===== config.mk =====
export PLATFORM = sky130hd
export DESIGN_NAME = cfm_char_string_unit
export DESIGN_NICKNAME = d
export VERILOG_FILES = /design/src/include/cfm_pkg.sv /design/src/rtl/cfm_char_string_unit.sv
export SDC_FILE = /design/constraint.sdc
export NUM_CORES = 2
export LEC_CHECK = 0
export BUFFER_PORTS_ARGS = -buffer_cell sky130_fd_sc_hd__buf_2
export CAP_MARGIN = 10
export CORE_MARGIN = 3
export CORE_UTILIZATION = 55
export DETAILED_ROUTE_END_ITERATION = 10
export GPL_TIMING_DRIVEN = 0
export HOLD_SLACK_MARGIN = 0.1
export PLACE_DENSITY_LB_ADDON = 0.08
export SKIP_LAST_GASP = 1
export SYNTH_ARGS = -nofsm -noshare
export SYNTH_HDL_FRONTEND = slang
export SYNTH_SLANG_ARGS = --single-unit

===== constraint.sdc =====
create_clock -name clk_sys_i -period 12.2 [get_ports clk_sys_i]
set_input_delay 2.44 -clock clk_sys_i [delete_from_list [all_inputs] [get_ports clk_sys_i]]
set_output_delay 2.44 -clock clk_sys_i [all_outputs]
set_load 0.01 [all_outputs]

===== src/include/cfm_pkg.sv =====
package cfm_pkg;

   // ************************************************************
   // Word and field geometry
   // ************************************************************
   localparam int WORD_W = 60;
   localparam int CHAR_W = 6;
   localparam int ADDR_W = 18;
   localparam int LEN_W = 7;
   localparam int CNT_W = 9;
   localparam logic [3:0] LAST_POS = 4'h9;
   localparam logic [7:0] CHARS_PER_WORD = 8'h0a;
   localparam int FIFO_DEPTH = 16;

   // ************************************************************
   // Opcodes (octal 465, 466, 467)
   // ************************************************************
   localparam logic [8:0] OP_MOVE = 9'h135;
   localparam logic [8:0] OP_CMP_TBL = 9'h136;
   localparam logic [8:0] OP_CMP_RAW = 9'h137;

   // ************************************************************
   // Reset values
   // ************************************************************
   localparam logic [WORD_W-1:0] RESULT_RST = 60'h0;

   // Field layout of the instruction word, bit 59 first
   typedef struct packed {
      logic [8:0] opcode;
      logic [2:0] length_upper_part;
      logic [ADDR_W-1:0] source_word_addr;
      logic [3:0] length_lower_part;
      logic [3:0] source_char_pos;
      logic [3:0] result_char_pos;
      logic [ADDR_W-1:0] result_word_addr;
   } cfm_instr_s;

   typedef struct packed {
      logic [ADDR_W-1:0] addr;
      logic [WORD_W-1:0] data;
   } cfm_wreq_s;

   typedef enum {
      ST_IDLE, ST_RD_A, ST_RD_B, ST_STEP, ST_TBL_A, ST_TBL_B, ST_PUSH, ST_DRAIN
   } cfm_state_e;

endpackage


===== src/rtl/cfm_char_string_unit.sv =====
// ************************************************************
// Write-back queue
// ************************************************************
module cfm_fifo #(
   parameter int WIDTH = 78,
   parameter int DEPTH = 16
) (
   input wire logic clk_sys_i,
   input wire logic rst_i,
   input wire logic in_valid_i,
   output logic in_ready_o,
   input wire logic [WIDTH-1:0] in_data_i,
   output logic out_valid_o,
   input wire logic out_ready_i,
   output logic [WIDTH-1:0] out_data_o
);
   localparam int PW = $clog2(DEPTH);
   logic [WIDTH-1:0] mem_r [DEPTH];
   logic [PW:0] wr_ptr_r;
   logic [PW:0] rd_ptr_r;
   wire full = (wr_ptr_r[PW] != rd_ptr_r[PW]) && (wr_ptr_r[PW-1:0] == rd_ptr_r[PW-1:0]);
   wire empty = (wr_ptr_r == rd_ptr_r);
   wire do_wr = in_valid_i && !full;
   wire do_rd = out_ready_i && !empty;

   assign in_ready_o = !full;
   assign out_valid_o = !empty;
   assign out_data_o = mem_r[rd_ptr_r[PW-1:0]];

   always_ff @(posedge clk_sys_i) begin
      if (do_wr) begin
         mem_r[wr_ptr_r[PW-1:0]] <= in_data_i;
      end
   end

   always_ff @(posedge clk_sys_i) begin
      if (rst_i) begin
         wr_ptr_r <= '0;
         rd_ptr_r <= '0;
      end else begin
         wr_ptr_r <= wr_ptr_r + (PW+1)'(do_wr);
         rd_ptr_r <= rd_ptr_r + (PW+1)'(do_rd);
      end
   end
endmodule

// Functional notes
// - Move opcode copies source characters to result field, all from instruction word.
// - Decode source/result word addresses, char positions, low length from fixed bit fields.
// - Table compare scans left to right, collates differing pairs, resumes if equal.
// - Result: greater gives zeros plus count, equal zeros, less ones plus complement.
// - Count is pairs not yet compared plus one.
// - Table base addresses eight consecutive words; software preloads them.
// - Table word is base plus upper three bits; lower three pick character.
// - Raw compare uses codes directly, loads result at first difference or end.
// - Each word holds ten six-bit characters; fields start or end anywhere.
// - Position above nine or field beyond memory limit: instruction not executed.
// - Zero combined length makes a legal instruction a pass.
// - Instruction outside parcel zero is illegal.
module cfm_char_string_unit #(
   parameter int FIFO_DEPTH = cfm_pkg::FIFO_DEPTH
) (
   input wire logic clk_sys_i,
   input wire logic rst_i,
   input wire logic start_i,
   input wire logic parcel_zero_i,
   input wire logic [cfm_pkg::WORD_W-1:0] instr_word_i,
   input wire logic [cfm_pkg::ADDR_W-1:0] collate_table_base_i,
   input wire logic [cfm_pkg::ADDR_W-1:0] memory_field_limit_i,
   output logic busy_o,
   output logic done_o,
   output logic illegal_o,
   output logic range_err_o,
   output logic result_load_o,
   output logic [cfm_pkg::WORD_W-1:0] compare_result_reg_o,
   output logic rd_req_o,
   output logic [cfm_pkg::ADDR_W-1:0] rd_addr_o,
   input wire logic rd_ack_i,
   input wire logic [cfm_pkg::WORD_W-1:0] rd_data_i,
   output logic wr_valid_o,
   input wire logic wr_ready_i,
   output cfm_pkg::cfm_wreq_s wr_req_o
);
   // ************************************************************
   // Helpers
   // ************************************************************
   function automatic logic [5:0] char_at(logic [59:0] w, logic [3:0] p);
      logic [59:0] sh;
      sh = w >> (6 * (9 - int'(p)));
      return sh[5:0];
   endfunction

   function automatic logic [59:0] put_char(logic [59:0] w, logic [3:0] p, logic [5:0] c);
      int shamt;
      shamt = 6 * (9 - int'(p));
      return (w & ~(60'h3f << shamt)) | ({54'h0, c} << shamt);
   endfunction

   function automatic logic [59:0] result_of(logic gt, logic [8:0] cnt);
      return gt ? {51'h0, cnt} : {51'h7ffffffffffff, ~cnt};
   endfunction

   // ************************************************************
   // State
   // ************************************************************
   cfm_pkg::cfm_state_e state_r, state_nxt;
   logic is_move_r, is_move_nxt, is_tbl_r, is_tbl_nxt, need_b_r, need_b_nxt, need_a_r, need_a_nxt;
   logic [17:0] a_addr_r, a_addr_nxt, b_addr_r, b_addr_nxt;
   logic [3:0] a_pos_r, a_pos_nxt, b_pos_r, b_pos_nxt;
   logic [59:0] a_word_r, a_word_nxt, b_word_r, b_word_nxt, res_r, res_nxt;
   logic [6:0] remain_r, remain_nxt;
   logic [5:0] ta_r, ta_nxt;
   logic done_r, done_nxt, ill_r, ill_nxt, rng_r, rng_nxt, load_r, load_nxt;

   // ************************************************************
   // Decode and range check of the incoming instruction
   // ************************************************************
   cfm_pkg::cfm_instr_s in_s;
   assign in_s = cfm_pkg::cfm_instr_s'(instr_word_i);
   wire [6:0] in_len = {in_s.length_upper_part, in_s.length_lower_part};
   wire op_ok = (in_s.opcode == cfm_pkg::OP_MOVE) || (in_s.opcode == cfm_pkg::OP_CMP_TBL)
      || (in_s.opcode == cfm_pkg::OP_CMP_RAW);
   wire [7:0] a_last = 8'(in_s.source_char_pos) + 8'(in_len) - 8'h01;
   wire [7:0] b_last = 8'(in_s.result_char_pos) + 8'(in_len) - 8'h01;
   wire [7:0] a_words = 8'(a_last / cfm_pkg::CHARS_PER_WORD) + 8'h01;
   wire [7:0] b_words = 8'(b_last / cfm_pkg::CHARS_PER_WORD) + 8'h01;
   wire pos_bad = (in_s.source_char_pos > cfm_pkg::LAST_POS)
      || (in_s.result_char_pos > cfm_pkg::LAST_POS);
   wire lim_bad = ({1'b0, in_s.source_word_addr} + 19'(a_words) > {1'b0, memory_field_limit_i})
      || ({1'b0, in_s.result_word_addr} + 19'(b_words) > {1'b0, memory_field_limit_i});
   wire take = start_i && (state_r == cfm_pkg::ST_IDLE);
   wire go_illegal = take && (!parcel_zero_i || !op_ok);
   wire go_pass = take && !go_illegal && (in_len == 7'h00);
   wire go_range = take && !go_illegal && !go_pass && (pos_bad || lim_bad);
   wire go_run = take && !go_illegal && !go_pass && !go_range;

   // ************************************************************
   // Character taps and memory request
   // ************************************************************

   wire [5:0] ca = char_at(a_word_r, a_pos_r);
   wire [5:0] cb = char_at(b_word_r, b_pos_r);
   wire [5:0] tb = char_at(rd_data_i, {1'b0, cb[2:0]});
   wire a_wrap = (a_pos_r == cfm_pkg::LAST_POS);
   wire b_wrap = (b_pos_r == cfm_pkg::LAST_POS);
   wire last = (remain_r == 7'h01);
   wire [8:0] count = 9'(remain_r);
   wire [17:0] tbl_addr = collate_table_base_i + 18'(state_r == cfm_pkg::ST_TBL_A ? ca[5:3]
      : cb[5:3]);
   wire fifo_ready;
   wire fifo_out_valid;
   cfm_pkg::cfm_wreq_s push_req;
   assign push_req = '{addr: b_addr_r, data: b_word_r};

   assign rd_req_o = (state_r == cfm_pkg::ST_RD_A) || (state_r == cfm_pkg::ST_RD_B)
      || (state_r == cfm_pkg::ST_TBL_A) || (state_r == cfm_pkg::ST_TBL_B);
   assign rd_addr_o = (state_r == cfm_pkg::ST_RD_A) ? a_addr_r
      : (state_r == cfm_pkg::ST_RD_B) ? b_addr_r : tbl_addr;
   assign busy_o = (state_r != cfm_pkg::ST_IDLE);
   assign done_o = done_r;
   assign illegal_o = ill_r;
   assign range_err_o = rng_r;
   assign result_load_o = load_r;
   assign compare_result_reg_o = res_r;

   // ************************************************************
   // Sequencer
   // ************************************************************
   always_comb begin
      logic adv;
      logic fin_eq;
      adv = 1'b0;
      fin_eq = 1'b0;
      state_nxt = state_r;
      is_move_nxt = is_move_r;
      is_tbl_nxt = is_tbl_r;
      need_a_nxt = need_a_r;
      need_b_nxt = need_b_r;
      a_addr_nxt = a_addr_r;
      b_addr_nxt = b_addr_r;
      a_pos_nxt = a_pos_r;
      b_pos_nxt = b_pos_r;
      a_word_nxt = a_word_r;
      b_word_nxt = b_word_r;
      remain_nxt = remain_r;
      res_nxt = res_r;
      ta_nxt = ta_r;
      done_nxt = go_pass;
      ill_nxt = go_illegal;
      rng_nxt = go_range;
      load_nxt = 1'b0;
      unique case (state_r)
         cfm_pkg::ST_IDLE: begin
            if (go_run) begin
               is_move_nxt = (in_s.opcode == cfm_pkg::OP_MOVE);
               is_tbl_nxt = (in_s.opcode == cfm_pkg::OP_CMP_TBL);
               a_addr_nxt = in_s.source_word_addr;
               b_addr_nxt = in_s.result_word_addr;
               a_pos_nxt = in_s.source_char_pos;
               b_pos_nxt = in_s.result_char_pos;
               remain_nxt = in_len;
               need_b_nxt = 1'b1;
               state_nxt = cfm_pkg::ST_RD_A;
            end
         end
         cfm_pkg::ST_RD_A: begin
            if (rd_ack_i) begin
               a_word_nxt = rd_data_i;
               state_nxt = need_b_r ? cfm_pkg::ST_RD_B : cfm_pkg::ST_STEP;
            end
         end
         cfm_pkg::ST_RD_B: begin
            if (rd_ack_i) begin
               b_word_nxt = rd_data_i;
               need_b_nxt = 1'b0;
               state_nxt = cfm_pkg::ST_STEP;
            end
         end
         cfm_pkg::ST_STEP: begin
            if (is_move_r) begin
               b_word_nxt = put_char(b_word_r, b_pos_r, ca);
               adv = 1'b1;
            end else if (ca == cb) begin
               adv = 1'b1;
               fin_eq = last;
            end else if (is_tbl_r) begin
               state_nxt = cfm_pkg::ST_TBL_A;
            end else begin
               res_nxt = result_of(ca > cb, count);
               load_nxt = 1'b1;
               done_nxt = 1'b1;
               state_nxt = cfm_pkg::ST_IDLE;
            end
         end
         cfm_pkg::ST_TBL_A: begin
            if (rd_ack_i) begin
               ta_nxt = char_at(rd_data_i, {1'b0, ca[2:0]});
               state_nxt = cfm_pkg::ST_TBL_B;
            end
         end
         cfm_pkg::ST_TBL_B: begin
            if (rd_ack_i && ta_r == tb) begin
               adv = 1'b1;
               fin_eq = last;
            end else if (rd_ack_i) begin
               res_nxt = result_of(ta_r > tb, count);
               load_nxt = 1'b1;
               done_nxt = 1'b1;
               state_nxt = cfm_pkg::ST_IDLE;
            end
         end
         cfm_pkg::ST_PUSH: begin
            if (fifo_ready) begin
               b_addr_nxt = b_addr_r + 18'h1;
               need_b_nxt = (remain_r != 7'h00);
               state_nxt = (remain_r == 7'h00) ? cfm_pkg::ST_DRAIN
                  : need_a_r ? cfm_pkg::ST_RD_A : cfm_pkg::ST_RD_B;
            end
         end
         cfm_pkg::ST_DRAIN: begin
            // Done only once every result word has left the queue
            if (!fifo_out_valid) begin
               done_nxt = 1'b1;
               state_nxt = cfm_pkg::ST_IDLE;
            end
         end
      endcase
      if (adv) begin
         remain_nxt = remain_r - 7'h01;
         a_pos_nxt = a_wrap ? 4'h0 : a_pos_r + 4'h1;
         b_pos_nxt = b_wrap ? 4'h0 : b_pos_r + 4'h1;
         need_a_nxt = a_wrap && !last;
         if (a_wrap) begin
            a_addr_nxt = a_addr_r + 18'h1;
         end
         if (is_move_r) begin
            state_nxt = (b_wrap || last) ? cfm_pkg::ST_PUSH
               : a_wrap ? cfm_pkg::ST_RD_A : cfm_pkg::ST_STEP;
         end else if (fin_eq) begin
            res_nxt = cfm_pkg::RESULT_RST;
            load_nxt = 1'b1;
            done_nxt = 1'b1;
            state_nxt = cfm_pkg::ST_IDLE;
         end else begin
            need_b_nxt = b_wrap;
            if (b_wrap) begin
               b_addr_nxt = b_addr_r + 18'h1;
            end
            state_nxt = a_wrap ? cfm_pkg::ST_RD_A : b_wrap ? cfm_pkg::ST_RD_B : cfm_pkg::ST_STEP;
         end
      end
   end

   always_ff @(posedge clk_sys_i) begin
      if (rst_i) begin
         state_r <= cfm_pkg::ST_IDLE;
         {is_move_r, is_tbl_r, need_a_r, need_b_r} <= 4'h0;
         {done_r, ill_r, rng_r, load_r} <= 4'h0;
         res_r <= cfm_pkg::RESULT_RST;
      end else begin
         state_r <= state_nxt;
         {is_move_r, is_tbl_r, need_a_r, need_b_r} <= {is_move_nxt, is_tbl_nxt, need_a_nxt,
            need_b_nxt};
         {done_r, ill_r, rng_r, load_r} <= {done_nxt, ill_nxt, rng_nxt, load_nxt};
         res_r <= res_nxt;
      end
   end

   // Datapath registers need no reset; they are loaded before use
   always_ff @(posedge clk_sys_i) begin
      {a_addr_r, b_addr_r, a_pos_r, b_pos_r} <= {a_addr_nxt, b_addr_nxt, a_pos_nxt, b_pos_nxt};
      {a_word_r, b_word_r, remain_r, ta_r} <= {a_word_nxt, b_word_nxt, remain_nxt, ta_nxt};
   end

   // ************************************************************
   // Write-back queue: a slow memory write port stalls a push only when the queue is full, and holds done in ST_DRAIN until the queue is empty
   // ************************************************************
   cfm_fifo #(
      .WIDTH($bits(cfm_pkg::cfm_wreq_s)),
      .DEPTH(FIFO_DEPTH)
   ) u_wq (
      .clk_sys_i(clk_sys_i),
      .rst_i(rst_i),
      .in_valid_i(state_r == cfm_pkg::ST_PUSH),
      .in_ready_o(fifo_ready),
      .in_data_i(push_req),
      .out_valid_o(fifo_out_valid),
      .out_ready_i(wr_ready_i),
      .out_data_o(wr_req_o)
   );
   assign wr_valid_o = fifo_out_valid;
endmodule


==> results_tabular.tex <==
\begin{tabular}{lr}
\hline
Metric & Value \\
\hline
\multicolumn{2}{l}{\textbf{STA}} \\
\quad Worst Max-Slew Pin Slew & 1330 ps \\
\quad Final worst hold slack & 454 ps \\
\quad Number of hold-slack violations in the final timing report & 0 \\
\quad Final setup violation count & 0 \\
\quad Number of max-slew violations in the final report & 0 \\
\quad PnR worst setup slack & 810 ps \\
\quad Final critical-path required period & 11,390 ps \\
\quad Final worst path period share & 93.4\% \\
\quad Max Clock Skew & 25.8 ps \\
\quad Max-Slew Margin vs Limit & 11.4\% \\
\quad Setup repair after global routing missed its margin & false \\
\quad Peak clock frequency supported by timing & 87.8 MHz \\
\multicolumn{2}{l}{\textbf{Clocking}} \\
\quad TritonCTS buffer count & 151 \\
\quad Clock Pin Slew Worst Setup and Hold Paths & 60 ps \\
\quad Number of clock sinks & 1,506 \\
\quad CTS H-tree depth & 4 \\
\quad Post-CTS setup buffer count & 0 \\
\quad Quantity of hold-fixing buffers added after cts & 0 \\
\quad Maximum buffer depth of the clock tree & 3 \\
\quad Clock tree from TritonCTS & built \\
\quad Insertion delay of the later-clocked pin in the worst-skew pair & 790 ps \\
\quad Clk root buf & clkbuf\_16 \\
\multicolumn{2}{l}{\textbf{Routing}} \\
\quad Via density per instance & 6.63 \\
\quad Iteration count of the initial detailed-routing pass & 6 \\
\quad Total Wirelength & 203,000 um \\
\quad Post-route antenna net violation count & 0 \\
\quad DRC Markers & 0 \\
\quad Number of vias after detailed routing & 43,900 \\
\quad Drt initial violations & 5,745 \\
\quad Routed wire per std cell & 30.6 um \\
\multicolumn{2}{l}{\textbf{Setup path}} \\
\quad Worst path arrival time & 11,810 ps \\
\quad FF-to-FF setup slack & 1710 ps \\
\quad Cells on worst reg2reg path & 31 \\
\quad R2r startpoint & b\_pos\_r[0] \\
\quad Max stage delay on crit path & 760 ps \\
\quad Highest net fanout along the worst path & 15 \\
\quad Critical Path RT & 12,620 ps \\
\quad Category of the critical setup timing path & primary input to register \\
\quad Slowest CP cell & a2111oi\_1 \\
\quad Kind of start point of the critical path & primary input \\
\quad Most common cell type on the critical path & ha\_1 \\
\quad Category of the worst setup path capture point & register \\
\quad Worst setup path startpoint & instr\_word\_i[27] \\
\multicolumn{2}{l}{\textbf{Final layout}} \\
\quad Fin nets & 5,150 \\
\quad Area growth from synthesis to layout & 14.9\% \\
\quad Final cell count without fillers & 6,621 \\
\quad Utilization after layout & 64.0\% \\
\quad Non-Filler Cell Area, Final & 79,600 sq um \\
\quad Layout cell share with drive strength beyond 1 & 25.2\% \\
\multicolumn{2}{l}{\textbf{Floorplan}} \\
\quad Number of top-level design ports & 325 \\
\quad Die outline width & 361 um \\
\quad Core area & 124,000 sq um \\
\quad Std-Cell Rows & 129 \\
\quad Initial Utilization & 55.7\% \\
\quad Die Outline Area & 130,000 sq um \\
\quad Die height & 361 um \\
\multicolumn{2}{l}{\textbf{GRT}} \\
\quad Grt met3 use & 5.85\% \\
\quad Global-route wire length before repair & 296,000 um \\
\quad Met2 GRT Util & 49.4\% \\
\quad Most congested layer reported by global routing & met2 \\
\quad Met1 capacity usage during global routing & 44.3\% \\
\quad Grt ovf & 0 \\
\quad Total routing resource utilization after global routing & 31.3\% \\
\quad Number of antenna violations at the first check in global routing & 13 \\
\quad Largest net degree at the start of global routing & 25 \\
\quad Number of global-route vias before repair & 43,500 \\
\multicolumn{2}{l}{\textbf{Place}} \\
\quad Post-detailed-placement cell area & 74,700 sq um \\
\quad Pre-CTS setup slack & -51.8 ps \\
\quad Instance count after placement with tap cells included & 6,335 \\
\quad Final weighted congestion in routability-driven placement & 0.962 \\
\quad HPWL after detailed placement & 139,000 um \\
\quad Port buffer count & 323 \\
\multicolumn{2}{l}{\textbf{Power and ir drop}} \\
\quad Relative contribution of the clock network to total power & 37.8\% \\
\quad Internal Dissipation & 0.00901 W \\
\quad Reported net switching power & 0.00311 W \\
\quad Combinational group share of total power & 11.9\% \\
\quad Proportion of power drawn by flip-flops and latches & 50.2\% \\
\quad PD cells & 152 nW/um\^{}2 \\
\quad Switching Fraction & 25.7\% \\
\quad Leakage power summed over all cells & 26.0 nW \\
\quad Maximum vdd ir drop & 171 uV \\
\multicolumn{2}{l}{\textbf{Worst hold path}} \\
\quad Worst Hold Depth & 2 \\
\quad Worst hold path startpoint & compare\_result\_reg\_o[26] \\
\quad Hold WC Path Type & register to register \\
\multicolumn{2}{l}{\textbf{Flow run}} \\
\quad Number of max-capacitance violations reported & 0 \\
\multicolumn{2}{l}{\textbf{Synth}} \\
\quad Async S/R FF share, synth & 0\% \\
\quad EDFF count, synth & 1,389 \\
\quad Cell area after technology mapping & 69,200 sq um \\
\quad Area share of the largest cell type after synthesis & 60.2\% \\
\quad Avg Inst Size Synth & 16.2 sq um \\
\quad Cell type contributing the most total cell area after synthesis & edfxtp\_1 \\
\quad Syn. warnings & 0 \\
\quad List of most frequent post-synthesis cells & edfxtp\_1, mux4\_2, nand2\_1 \\
\quad Leading cell types by total area after synthesis & edfxtp\_1, mux4\_2, dfxtp\_1 \\
\quad Most frequently used cell type in the post-synthesis netlist & edfxtp\_1 \\
\quad Sequential cell area fraction in the yosys report & 63.6\% \\
\quad Top flip-flop cell by instance count after synthesis & edfxtp\_1 \\
\quad Number of distinct library cell variants in the gate-level netlist after synthesis & 84 \\
\quad Cells after synthesis & 4,272 \\
\quad Register bit count reported by yosys & 1,506 \\
\multicolumn{2}{l}{\textbf{Run status}} \\
\quad Status & complete, no violations \\
\hline
\end{tabular}
per-stage QoR:
stage	total power (W)	TNS, ps
floorplan	0.00703	0
global placement	0.00759	-1193540
detailed placement	0.00762	-766
CTS	0.0121	0
global route	0.0125	0
finish	0.0121	0
worst paths after layout:
check,end
max,remain_r[0]
min reg2reg,compare_result_reg_o[26]
max reg2reg,remain_r[0]
min,compare_result_reg_o[26]
per-layer routing:
| metal | share of wire, % | wire, um | vias up |
|---|---|---|---|
| met5 | 0 | 0 | - |
| met4 | 4.0 | 8030 | 0 |
| met3 | 9.4 | 19100 | 451 |
| met2 | 47 | 95600 | 2511 |
| met1 | 39 | 80000 | 22500 |
| li1 | - | - | 18400 |
state kept, by name (all words and copies together), names as in the netlist, 5 cells and up:
| signal | count |
|---|---|
| ta_r | 6 |
| remain_r | 7 |
| a_word_r | 60 |
| u_wq.mem_r | 1248 |
| a_addr_r | 18 |
| compare_result_reg_o | 60 |
| b_addr_r | 18 |
| b_word_r | 60 |
| u_wq.wr_ptr_r | 5 |
| u_wq.rd_ptr_r | 5 |
placed cells by master, fill, tap and decap left out, types with 16 or more instances in the layout:
| cell type | count |
|---|---|
| buf_6 | 51 |
| clkbuf_16 | 155 |
| clkbuf_1 | 204 |
| dfxtp_1 | 117 |
| xor2_1 | 47 |
| o21a_1 | 18 |
| edfxtp_1 | 1389 |
| mux2i_1 | 81 |
| a221oi_1 | 25 |
| o21ai_0 | 154 |
| buf_2 | 339 |
| nand2_1 | 323 |
| nor2_1 | 215 |
| buf_4 | 16 |
| clkinv_1 | 27 |
| a21o_1 | 21 |
| inv_1 | 120 |
| ha_1 | 129 |
| a21oi_1 | 176 |
| clkinv_2 | 27 |
| o22ai_1 | 17 |
| mux4_2 | 520 |
| a22oi_1 | 40 |
| nor3_1 | 59 |
| buf_12 | 39 |
| and3_1 | 21 |
| a211oi_1 | 32 |
| nand4_1 | 17 |
| a31oi_1 | 38 |
| nand3_1 | 90 |
| xnor2_1 | 69 |
| nor2b_1 | 29 |
| buf_1 | 41 |
area by class of cell:
class                      instances  area [sq um]
clock buffer                     196          4050
inverter                         126           478
fill                            9003         44700
tap                             1637          2050
antenna                            7          17.5
multi-input combinational       2402         23800
timing repair buffer             426          3280
buffer                           239          1010
sequential                      1506         44100
clock inverter                    82           803
cells by family after synthesis:
| logic type | share of synthesized area, % |
|---|---|
| flip-flops | 63.6 |
| AND/OR/NAND/NOR | 5.64 |
| AO/OA/AOI/OAI | 6.27 |
| multiplexers | 18.3 |
| buffers and inverters | 2.15 |
| adder cells (fa/ha/maj) | 2.55 |
| XOR/XNOR | 1.49 |
| other | 0.00542 |
power groups by stage:
stage	Combinational [W]	Clock (W)	Sequential, W
final	0.00145	0.00459	0.00609
after detailed placement	0.00143	0	0.00619
after global placement	0.00140	0	0.00619
after global routing	0.00159	0.00484	0.00610
after CTS	0.00144	0.00463	0.00608
after floorplan	0.000976	0	0.00606
critical path: cells and delay by family:
kind | cells | cell delay [ps]
and+or+nand+nor | 9 | 2300
xor gates and xnor gates | 3 | 590
buffers and inverters | 5 | 740
AOI/OAI and AO/OA | 13 | 3620
adders and majority gates | 7 | 2130
timing repair:
item                                    4_1_cts  5_1_grt
endpoints found under the setup margin        0       15
hold endpoints to repair                      0        0
gates resized for setup                       0        1
No activity file was read; power rests on OpenSTA's default activity.
